--- src/shared/mdpc_pkg.sv ---
/*
  Package of the motor driver protection configuration block: register
  indices, field layouts, reset values, response modes and timing counts.
  Assumes a 250 MHz core clock and a 32-bit classic Wishbone register bus.
*/
package mdpc_pkg;

  localparam int CLK_NS = 4;

  // register indices; byte address is four times the index
  localparam logic [5:0] IDX_FAULT_CTRL = 6'h04;
  localparam logic [5:0] IDX_OC_CFG = 6'h06;
  localparam logic [5:0] IDX_RECT_CFG = 6'h07;
  localparam logic [5:0] IDX_IRQ_STATUS = 6'h10;
  localparam logic [5:0] IDX_IRQ_CLEAR = 6'h11;
  localparam logic [5:0] IDX_IRQ_ENABLE = 6'h12;
  localparam logic [5:0] IDX_FAULT_STATE = 6'h13;

  localparam int FAULT_CLEAR_BIT = 0;
  localparam logic [7:0] OC_CFG_RST = 8'h10;
  localparam logic [7:0] RECT_CFG_RST = 8'h00;
  // reserved bits 7, 5 and 4 are not stored
  localparam logic [7:0] RECT_CFG_MASK = 8'h4f;

  localparam int IRQ_W = 2;
  localparam int IRQ_OC_BIT = 0;
  localparam int IRQ_RECOVER_BIT = 1;

  typedef enum logic [1:0] {
    RESP_LATCH = 2'b00,
    RESP_RETRY = 2'b01,
    RESP_REPORT = 2'b10,
    RESP_NONE = 2'b11
  } mdpc_resp_t;

  typedef struct packed {
    logic driver_standby_request;
    logic overcurrent_cycle_clear_en;
    logic [1:0] overcurrent_deglitch_sel;
    logic overcurrent_retry_sel;
    logic overcurrent_level_sel;
    mdpc_resp_t overcurrent_response_sel;
  } mdpc_oc_cfg_t;

  typedef struct packed {
    logic rsv7;
    logic limit_recirculation_sel;
    logic rsv5;
    logic rsv4;
    logic async_rectify_en;
    logic sync_rectify_en;
    logic [1:0] sense_gain_sel;
  } mdpc_rect_cfg_t;

  // deglitch filter times, least times rounded up
  localparam int GLITCH0_NS = 200;
  localparam int GLITCH1_NS = 600;
  localparam int GLITCH2_NS = 1250;
  localparam int GLITCH3_NS = 1600;
  localparam logic [8:0] GLITCH0_CYC = 9'((GLITCH0_NS + CLK_NS - 1) / CLK_NS);
  localparam logic [8:0] GLITCH1_CYC = 9'((GLITCH1_NS + CLK_NS - 1) / CLK_NS);
  localparam logic [8:0] GLITCH2_CYC = 9'((GLITCH2_NS + CLK_NS - 1) / CLK_NS);
  localparam logic [8:0] GLITCH3_CYC = 9'((GLITCH3_NS + CLK_NS - 1) / CLK_NS);

  localparam int RETRY_SHORT_MS = 5;
  localparam int RETRY_LONG_MS = 500;
  localparam int RETRY_SHORT_CYC = RETRY_SHORT_MS * (1000000 / CLK_NS);
  localparam int RETRY_LONG_CYC = RETRY_LONG_MS * (1000000 / CLK_NS);
  localparam int RETRY_W = 27;

endpackage

--- src/core/mdpc_regs.sv ---
/*
  Protection and rectification configuration registers with overcurrent
  fault handling, behind a classic Wishbone slave.
  Assumes comparator and PWM pins are asynchronous and are synchronised here.
*/
`timescale 1ns/100ps

// How it works
// RULE1 - standby bit one enters low-power standby
// RULE2 - cycle-clear bit clears fault on PWM cycle
// RULE3 - deglitch code selects 0.2/0.6/1.25/1.6 us
// RULE4 - overcurrent register resets with deglitch code one
// RULE5 - retry bit selects 5 ms or 500 ms
// RULE6 - level bit selects 16 A or 24 A
// RULE7 - response 0 latches fault until cleared
// RULE8 - response 1 fault clears after retry time
// RULE9 - response 2 reports only; 3 does nothing
// RULE10 - recirculation zero means brake through transistors
// RULE11 - recirculation one means coast through diodes
// RULE12 - async rectification bit enables async rectification
// RULE13 - sync rectification bit enables sync rectification
// RULE14 - sense gain code selects amplifier gain
// RULE15 - rectify register index 7, resets zero
// RULE16 - demagnetization only with both rectifications on
// RULE17 - fault clear bit clears faults, self-resets
// RULE18 - reserved bits stay zero, no effect
module mdpc_regs #(
  parameter int RETRY_SHORT_CYC = mdpc_pkg::RETRY_SHORT_CYC,
  parameter int RETRY_LONG_CYC = mdpc_pkg::RETRY_LONG_CYC
) (
  input wire logic CLOCK_I,
  input wire logic RST_B_I,
  input wire logic WB_CYC_I,
  input wire logic WB_STB_I,
  input wire logic WB_WE_I,
  input wire logic [7:0] WB_ADR_I,
  input wire logic [3:0] WB_SEL_I,
  input wire logic [31:0] WB_DAT_I,
  output logic [31:0] WB_DAT_O,
  output logic WB_ACK_O,
  input wire logic OC_LOW_CMP_I,
  input wire logic OC_HIGH_CMP_I,
  input wire logic PWM_I,
  output logic STANDBY_O,
  output logic OC_LEVEL_SEL_O,
  output logic FAULT_O,
  output logic SHUTDOWN_O,
  output logic RECIRC_COAST_O,
  output logic ASYNC_RECT_EN_O,
  output logic SYNC_RECT_EN_O,
  output logic DEMAG_EN_O,
  output logic [1:0] SENSE_GAIN_O,
  output logic IRQ_O
);

  typedef enum logic [1:0] {
    ST_IDLE = 2'b00,
    ST_LATCHED = 2'b01,
    ST_RETRY = 2'b10,
    ST_REPORT = 2'b11
  } mdpc_state_t;

  mdpc_pkg::mdpc_oc_cfg_t oc_cfg_q;
  mdpc_pkg::mdpc_rect_cfg_t rect_cfg_q;
  logic [mdpc_pkg::IRQ_W-1:0] irq_status_q;
  logic [mdpc_pkg::IRQ_W-1:0] irq_enable_q;
  logic [mdpc_pkg::IRQ_W-1:0] irq_event;
  logic [mdpc_pkg::IRQ_W-1:0] irq_clear;
  logic ack_q;
  logic [31:0] rdata_q;
  logic [31:0] rdata_d;
  logic bus_req;
  logic bus_wr;
  logic [5:0] idx;
  logic fault_clear_cmd;
  logic [2:0] pwm_sync_q;
  logic [1:0] oc_low_sync_q;
  logic [1:0] oc_high_sync_q;
  logic pwm_rise;
  logic oc_raw;
  logic [8:0] glitch_cnt_q;
  logic [8:0] glitch_lim;
  logic oc_hold_q;
  logic oc_detect;
  logic oc_act;
  logic [mdpc_pkg::RETRY_W-1:0] retry_cnt_q;
  logic retry_done;
  logic cyc_clear;
  mdpc_state_t state_q;
  mdpc_state_t state_d;

  // bus slave: one wait state, ack dropped the cycle after it is given
  assign bus_req = WB_CYC_I & WB_STB_I & ~ack_q;
  assign bus_wr = bus_req & WB_WE_I & WB_SEL_I[0];
  assign idx = WB_ADR_I[7:2];

  always_ff @(posedge CLOCK_I or negedge RST_B_I) begin
    if (!RST_B_I) begin
      ack_q <= 1'b0;
    end else begin
      ack_q <= bus_req;
    end
  end

  always_comb begin
    rdata_d = 32'h0000_0000;
    unique case (idx)
      mdpc_pkg::IDX_OC_CFG: rdata_d[7:0] = oc_cfg_q;
      mdpc_pkg::IDX_RECT_CFG: rdata_d[7:0] = rect_cfg_q;
      mdpc_pkg::IDX_IRQ_STATUS: rdata_d[mdpc_pkg::IRQ_W-1:0] = irq_status_q;
      mdpc_pkg::IDX_IRQ_ENABLE: rdata_d[mdpc_pkg::IRQ_W-1:0] = irq_enable_q;
      mdpc_pkg::IDX_FAULT_STATE: rdata_d[1:0] = state_q;
      default: rdata_d = 32'h0000_0000;
    endcase
  end

  always_ff @(posedge CLOCK_I or negedge RST_B_I) begin
    if (!RST_B_I) begin
      rdata_q <= 32'h0000_0000;
    end else if (bus_req && !WB_WE_I) begin
      rdata_q <= rdata_d;
    end
  end

  assign WB_ACK_O = ack_q;
  assign WB_DAT_O = rdata_q;

  // configuration writes; lane 0 carries all bits
  always_ff @(posedge CLOCK_I or negedge RST_B_I) begin
    if (!RST_B_I) begin
      oc_cfg_q <= mdpc_pkg::OC_CFG_RST; // RULE4
    end else if (bus_wr && idx == mdpc_pkg::IDX_OC_CFG) begin
      oc_cfg_q <= WB_DAT_I[7:0];
    end
  end

  always_ff @(posedge CLOCK_I or negedge RST_B_I) begin
    if (!RST_B_I) begin
      rect_cfg_q <= mdpc_pkg::RECT_CFG_RST; // RULE15
    end else if (bus_wr && idx == mdpc_pkg::IDX_RECT_CFG) begin
      rect_cfg_q <= WB_DAT_I[7:0] & mdpc_pkg::RECT_CFG_MASK; // RULE18
    end
  end

  // clear command acts once; nothing is stored, so it reads back zero
  assign fault_clear_cmd = bus_wr && idx == mdpc_pkg::IDX_FAULT_CTRL
    && WB_DAT_I[mdpc_pkg::FAULT_CLEAR_BIT]; // RULE17

  always_ff @(posedge CLOCK_I or negedge RST_B_I) begin
    if (!RST_B_I) begin
      irq_enable_q <= '0;
    end else if (bus_wr && idx == mdpc_pkg::IDX_IRQ_ENABLE) begin
      irq_enable_q <= WB_DAT_I[mdpc_pkg::IRQ_W-1:0];
    end
  end

  assign irq_clear = (bus_wr && idx == mdpc_pkg::IDX_IRQ_CLEAR) ?
    WB_DAT_I[mdpc_pkg::IRQ_W-1:0] : '0;

  // set wins over a clear in the same cycle
  always_ff @(posedge CLOCK_I or negedge RST_B_I) begin
    if (!RST_B_I) begin
      irq_status_q <= '0;
    end else begin
      irq_status_q <= (irq_status_q & ~irq_clear) | irq_event;
    end
  end

  assign IRQ_O = |(irq_status_q & irq_enable_q);

  // pin synchronisers
  always_ff @(posedge CLOCK_I or negedge RST_B_I) begin
    if (!RST_B_I) begin
      pwm_sync_q <= 3'h0;
      oc_low_sync_q <= 2'h0;
      oc_high_sync_q <= 2'h0;
    end else begin
      pwm_sync_q <= {pwm_sync_q[1:0], PWM_I};
      oc_low_sync_q <= {oc_low_sync_q[0], OC_LOW_CMP_I};
      oc_high_sync_q <= {oc_high_sync_q[0], OC_HIGH_CMP_I};
    end
  end

  assign pwm_rise = pwm_sync_q[1] & ~pwm_sync_q[2];
  assign oc_raw = oc_cfg_q.overcurrent_level_sel ? oc_high_sync_q[1] : oc_low_sync_q[1]; // RULE6
  assign OC_LEVEL_SEL_O = oc_cfg_q.overcurrent_level_sel; // RULE6

  always_comb begin
    unique case (oc_cfg_q.overcurrent_deglitch_sel) // RULE3
      2'h0: glitch_lim = mdpc_pkg::GLITCH0_CYC;
      2'h1: glitch_lim = mdpc_pkg::GLITCH1_CYC;
      2'h2: glitch_lim = mdpc_pkg::GLITCH2_CYC;
      2'h3: glitch_lim = mdpc_pkg::GLITCH3_CYC;
    endcase
  end

  // one detection per continuous overcurrent episode
  assign oc_detect = oc_raw && !oc_hold_q && (glitch_cnt_q + 9'h001 >= glitch_lim); // RULE3

  always_ff @(posedge CLOCK_I or negedge RST_B_I) begin
    if (!RST_B_I) begin
      glitch_cnt_q <= 9'h000;
      oc_hold_q <= 1'b0;
    end else if (!oc_raw) begin
      glitch_cnt_q <= 9'h000;
      oc_hold_q <= 1'b0;
    end else if (oc_detect) begin
      oc_hold_q <= 1'b1;
    end else if (!oc_hold_q) begin
      glitch_cnt_q <= glitch_cnt_q + 9'h001;
    end
  end

  // response mode 3 neither reports nor acts
  assign oc_act = oc_detect && oc_cfg_q.overcurrent_response_sel != mdpc_pkg::RESP_NONE; // RULE9

  assign retry_done = state_q == ST_RETRY && retry_cnt_q == '0;
  assign cyc_clear = oc_cfg_q.overcurrent_cycle_clear_en && pwm_rise; // RULE2
  assign irq_event = {retry_done, oc_act};

  always_ff @(posedge CLOCK_I or negedge RST_B_I) begin
    if (!RST_B_I) begin
      retry_cnt_q <= '0;
    end else if (oc_act) begin
      retry_cnt_q <= oc_cfg_q.overcurrent_retry_sel ? // RULE5
        mdpc_pkg::RETRY_W'(RETRY_LONG_CYC - 1) : mdpc_pkg::RETRY_W'(RETRY_SHORT_CYC - 1);
    end else if (state_q == ST_RETRY && retry_cnt_q != '0) begin
      retry_cnt_q <= retry_cnt_q - 1'b1;
    end
  end

  // a new detection in the clearing cycle keeps or re-arms the fault
  always_comb begin
    state_d = state_q;
    if (oc_act) begin
      unique case (oc_cfg_q.overcurrent_response_sel)
        mdpc_pkg::RESP_LATCH: state_d = ST_LATCHED; // RULE7
        mdpc_pkg::RESP_RETRY: state_d = ST_RETRY; // RULE8
        mdpc_pkg::RESP_REPORT: state_d = ST_REPORT; // RULE9
        mdpc_pkg::RESP_NONE: state_d = state_q;
      endcase
    end else if (fault_clear_cmd || cyc_clear || retry_done) begin // RULE17 RULE2 RULE8
      state_d = ST_IDLE;
    end
  end

  always_ff @(posedge CLOCK_I or negedge RST_B_I) begin
    if (!RST_B_I) begin
      state_q <= ST_IDLE;
    end else begin
      state_q <= state_d;
    end
  end

  assign FAULT_O = state_q != ST_IDLE;
  // report-only keeps the bridge running
  assign SHUTDOWN_O = state_q == ST_LATCHED || state_q == ST_RETRY; // RULE7 RULE8 RULE9
  assign STANDBY_O = oc_cfg_q.driver_standby_request; // RULE1
  assign RECIRC_COAST_O = rect_cfg_q.limit_recirculation_sel; // RULE10 RULE11
  assign ASYNC_RECT_EN_O = rect_cfg_q.async_rectify_en; // RULE12
  assign SYNC_RECT_EN_O = rect_cfg_q.sync_rectify_en; // RULE13
  assign DEMAG_EN_O = rect_cfg_q.async_rectify_en & rect_cfg_q.sync_rectify_en; // RULE16
  assign SENSE_GAIN_O = rect_cfg_q.sense_gain_sel; // RULE14

  logic wr_oc_q;
  logic wr_rect_q;
  logic [7:0] wdat_q;
  always_ff @(posedge CLOCK_I or negedge RST_B_I) begin
    if (!RST_B_I) begin
      wr_oc_q <= 1'b0;
      wr_rect_q <= 1'b0;
      wdat_q <= 8'h00;
    end else begin
      wr_oc_q <= bus_wr && idx == mdpc_pkg::IDX_OC_CFG;
      wr_rect_q <= bus_wr && idx == mdpc_pkg::IDX_RECT_CFG;
      wdat_q <= WB_DAT_I[7:0];
    end
  end
endmodule // mdpc_regs

--- config.mk ---
export PLATFORM = sky130hd
export DESIGN_NAME = mdpc_regs
export DESIGN_NICKNAME = d
export VERILOG_FILES = /design/src/shared/mdpc_pkg.sv /design/src/core/mdpc_regs.sv
export SDC_FILE = /design/constraint.sdc
export NUM_CORES = 1
export LEC_CHECK = 0
export BUFFER_PORTS_ARGS = -buffer_cell sky130_fd_sc_hd__clkbuf_2
export CAP_MARGIN = 20
export CORE_ASPECT_RATIO = 1.4
export CORE_MARGIN = 2
export CORE_UTILIZATION = 58
export CTS_CLUSTER_SIZE = 8
export DETAILED_ROUTE_END_ITERATION = 6
export PLACE_DENSITY_LB_ADDON = 0.25
export RECOVER_POWER = 25
export SLEW_MARGIN = 20
export SYNTH_ARGS = -nofsm -noshare
export SYNTH_HDL_FRONTEND = slang
export SYNTH_SLANG_ARGS = --single-unit
--- constraint.sdc ---
create_clock -name CLOCK_I -period 8.25 [get_ports CLOCK_I]
set_input_delay 0.825 -clock CLOCK_I [delete_from_list [all_inputs] [get_ports CLOCK_I]]
set_output_delay 0.825 -clock CLOCK_I [all_outputs]
set_load 0.005 [all_outputs]
==> results.md <==
* P_leak at 2.16 nW
* Root Buffer: clkbuf_8
* Routed Antenna Nets at 0
* Status: finished with violations
* Die X at between 70 and 80 um
* Yosys warnings at 0
* Vias at 3,006
* Initial core utilization at between 50% and 60%
* Skew-Pair Late Insertion Delay at 0.35 ns
* CTS clk-pin slew, worst paths at ~0.070 ns
* Router iterations before antenna repair at 4
* Leading area contributor after synthesis: dfrtp_1
* Number of global-route vias before repair at between 2,000 and 3,000
* Post-synth ARST share at 100%
* Worst path bufs/invs at 2
* Overall power at 1.36 mW
* #FFs+latches synth at 72
* Final Max Tran Viols at 73
* Setup slack after layout at ~4.3 ns
* CTS Sinks at 72
* Mapped cell area at around 3900 um2
* CP endpoint kind: asynchronous set/reset pin
* Largest net degree at the start of global routing at 73
* Io pins at 96
* Area contributors post-synth: dfrtp_1 45%, buf_4 4.6%, ha_1 4.2%
* CP cell instances: buf_2 > clkbuf_1
* CP max stage cell: clkbuf_1
* Cells after Synth at 395
* Non-Filler Instances at around 520
* Pwr dens at around 310 nW/um2
* Peak VDD IR at 0.000252 V
* Worst Max-Slew Pin Slew at 3.72 ns
* Maximum buffer depth of the clock tree at 2
* DP HPWL at 5680 um
* Post-CTS Setup Bufs at 0
* Port bufs at 42
* # fillers at 548
* N_diodes at 0
* Largest delay contributor family on the critical path: buffers and inverters
* Post-synth top cells: 71 x dfrtp_1, 41 x nand2_1, 30 x nor2_1
* Clock Skew at ~0.012 ns
* Seq/Total Area, Yosys at between 40% and 50%
* Main synth FF type: dfrtp_1
* EDFF count, synth at 0
* DRC viols at 0
* CTS tree: yes
* Required @ worst endpoint at 7.86 ns
* Initial antenna violation count at 0
* Distinct cells, synth at 59
* Die Span Y at roughly 100 um
* FF/Latch Area at between 1500 and 2000 um2
* GRT Residual Overflow at 0
* Avg Cell Area, Syn at a little under 10 um2
* Max Cap Viol at 1
* Final TNS setup at 0 ns
* CTS buffer count at 9
* Overall Global Routing Usage at 23.4%
* Max-slew headroom at -148%
* Crit path DAT at 3.54 ns
* Vias per cell at 5.84
* Total routed wirelength at between 7000 and 8000 um
* Core Area at 6570 um2
* H-tree depth at 3
* DR WL/cell at about 15 um
* Hold buffer count at CTS at 0
* Setup CP Type: in2async
* Num rows at 35
* First-pass GRT wire length at approximately 14,000 um
* Final Hold Viols at 0
* Multi-input gate area at 1930 um2
* CTS resizes at 0
* HP Class: reg2reg
* GPL Wtd Cong at 0.908
* First DRT Iteration DRCs at 219
* Final core utilization at between 60% and 70%
* Layout cells sized above 1 at 19.0%
* Synth-to-layout area growth at 11.2%
* Setup violations, final at 0
* Post-Place Setup Slack at around 5.0 ns
* Max incr delay on CP at ~2.6 ns
* Min cycle time layout at ~3.9 ns
* Die area at 7430 um2
* Fmax at 254 MHz
* Failing checks: max-capacitance violations, max-slew violations
* RSZ-0062 raised after global routing: no
* Final net count at approximately 500
* Top-count cell post-synth: dfrtp_1
* Dpl cells at 499
* Final worst-path cycle share at approximately 48%
* Worst setup SP type: input port
* Post-synth top area share at 45.4%
* Crit Path Max Fanout at 72
-- worst register-to-register path: stages (launching register included) --
cell     delay [ns]
dfrtp_1        0.42
ha_1           0.25
nand3_1        0.24
nor2_1         0.20
nand3_1        0.14
xnor2_1        0.16
ha_1           0.29
o21a_1         0.16
nor2_1         0.05
nor4_1         0.25
o21ai_1        0.12
buf_4          0.23
nor2_1         0.48
nor2_1         0.11
-- cells in the final DEF (no fill, tap or decap), types with 13 or more instances in the layout --
cell	n
clkbuf_2	41
ha_1	13
nand3_1	18
nand2_1	41
xor2_1	14
conb_1	24
nor2_1	30
dfrtp_1	71
a21oi_1	15
mux2_2	13
-- through the flow --
step	hold WS, ns	area (um2)
5_1_grt	0.361	4350
6_report	0.353	4350
2_1_floorplan	0.331	4000
4_1_cts	0.358	4360
3_3_place_gp	0.334	4090
3_5_place_dp	0.340	4090
-- power breakdown --
group	total, mW	internal (mW)	switching, mW	leakage (nW)
registers	0.461	0.406	0.0545	0.961
clock network	0.372	0.239	0.133	0.136
logic	0.530	0.198	0.331	1.06
-- metal layers --
layer | track usage (%) | routed length (um) | vias up
met1 | 28.3 | 3230 | 1456
met4 | 9.23 | 116 | 0
met5 | 0 | 0 | -
met2 | 40.3 | 4250 | 88
met3 | 5.17 | 362 | 12
li1 | - | - | 1450
-- kinds of logic (layout without fill, tap and decap cells) --
family | after synthesis | after routing | synth area share (%)
XOR/XNOR | 23 | 23 | 5.15
adder cells (fa/ha/maj) | 13 | 13 | 4.16
multiplexers | 16 | 16 | 4.51
buffers and inverters | 48 | 71 | 6.91
flip-flops | 72 | 72 | 46.1
other | 1 | 24 | 0.0958
AO/OA/AOI/OAI | 70 | 70 | 12.1
AND/OR/NAND/NOR | 152 | 152 | 21.0
-- path summary, 6_finish.rpt --
path / from / endpoint / slack [ns] / cells past startpoint
setup / recovery: RST_B_I / oc_cfg_q[5] / 4.31 / 2
hold / removal: pwm_sync_q[0] / pwm_sync_q[1] / 0.35 / 0
setup reg to reg: glitch_cnt_q[0] / retry_cnt_q[14] / 5.01 / 13
hold reg to reg: pwm_sync_q[0] / pwm_sync_q[1] / 0.35 / 0
max in group CLOCK_I: glitch_cnt_q[0] / retry_cnt_q[14] / 5.01 / 13
min in group asynchronous: RST_B_I / SENSE_GAIN_O[0] / 1.87 / 2
-- state kept, by name, summed over array words and instances, names as in the netlist, 2 cells and up --
signal          flops
retry_cnt_q        27
irq_enable_q        2
state_q             2
SENSE_GAIN_O        2
WB_DAT_O            8
oc_high_sync_q      2
irq_status_q        2
oc_low_sync_q       2
glitch_cnt_q        9
oc_cfg_q            6
pwm_sync_q          3
-- area by class of cell --
cell class | instances | share of cell area [%]
Clock buffer | 10 | 3.16
Tap cell | 74 | 2.13
Timing Repair Buffer | 44 | 5.09
Clock inverter | 6 | 2.99
Sequential cell | 72 | 41.4
Multi-Input combinational cell | 298 | 44.2
Inverter | 11 | 0.949
No activity file was read; power rests on OpenSTA's default activity.
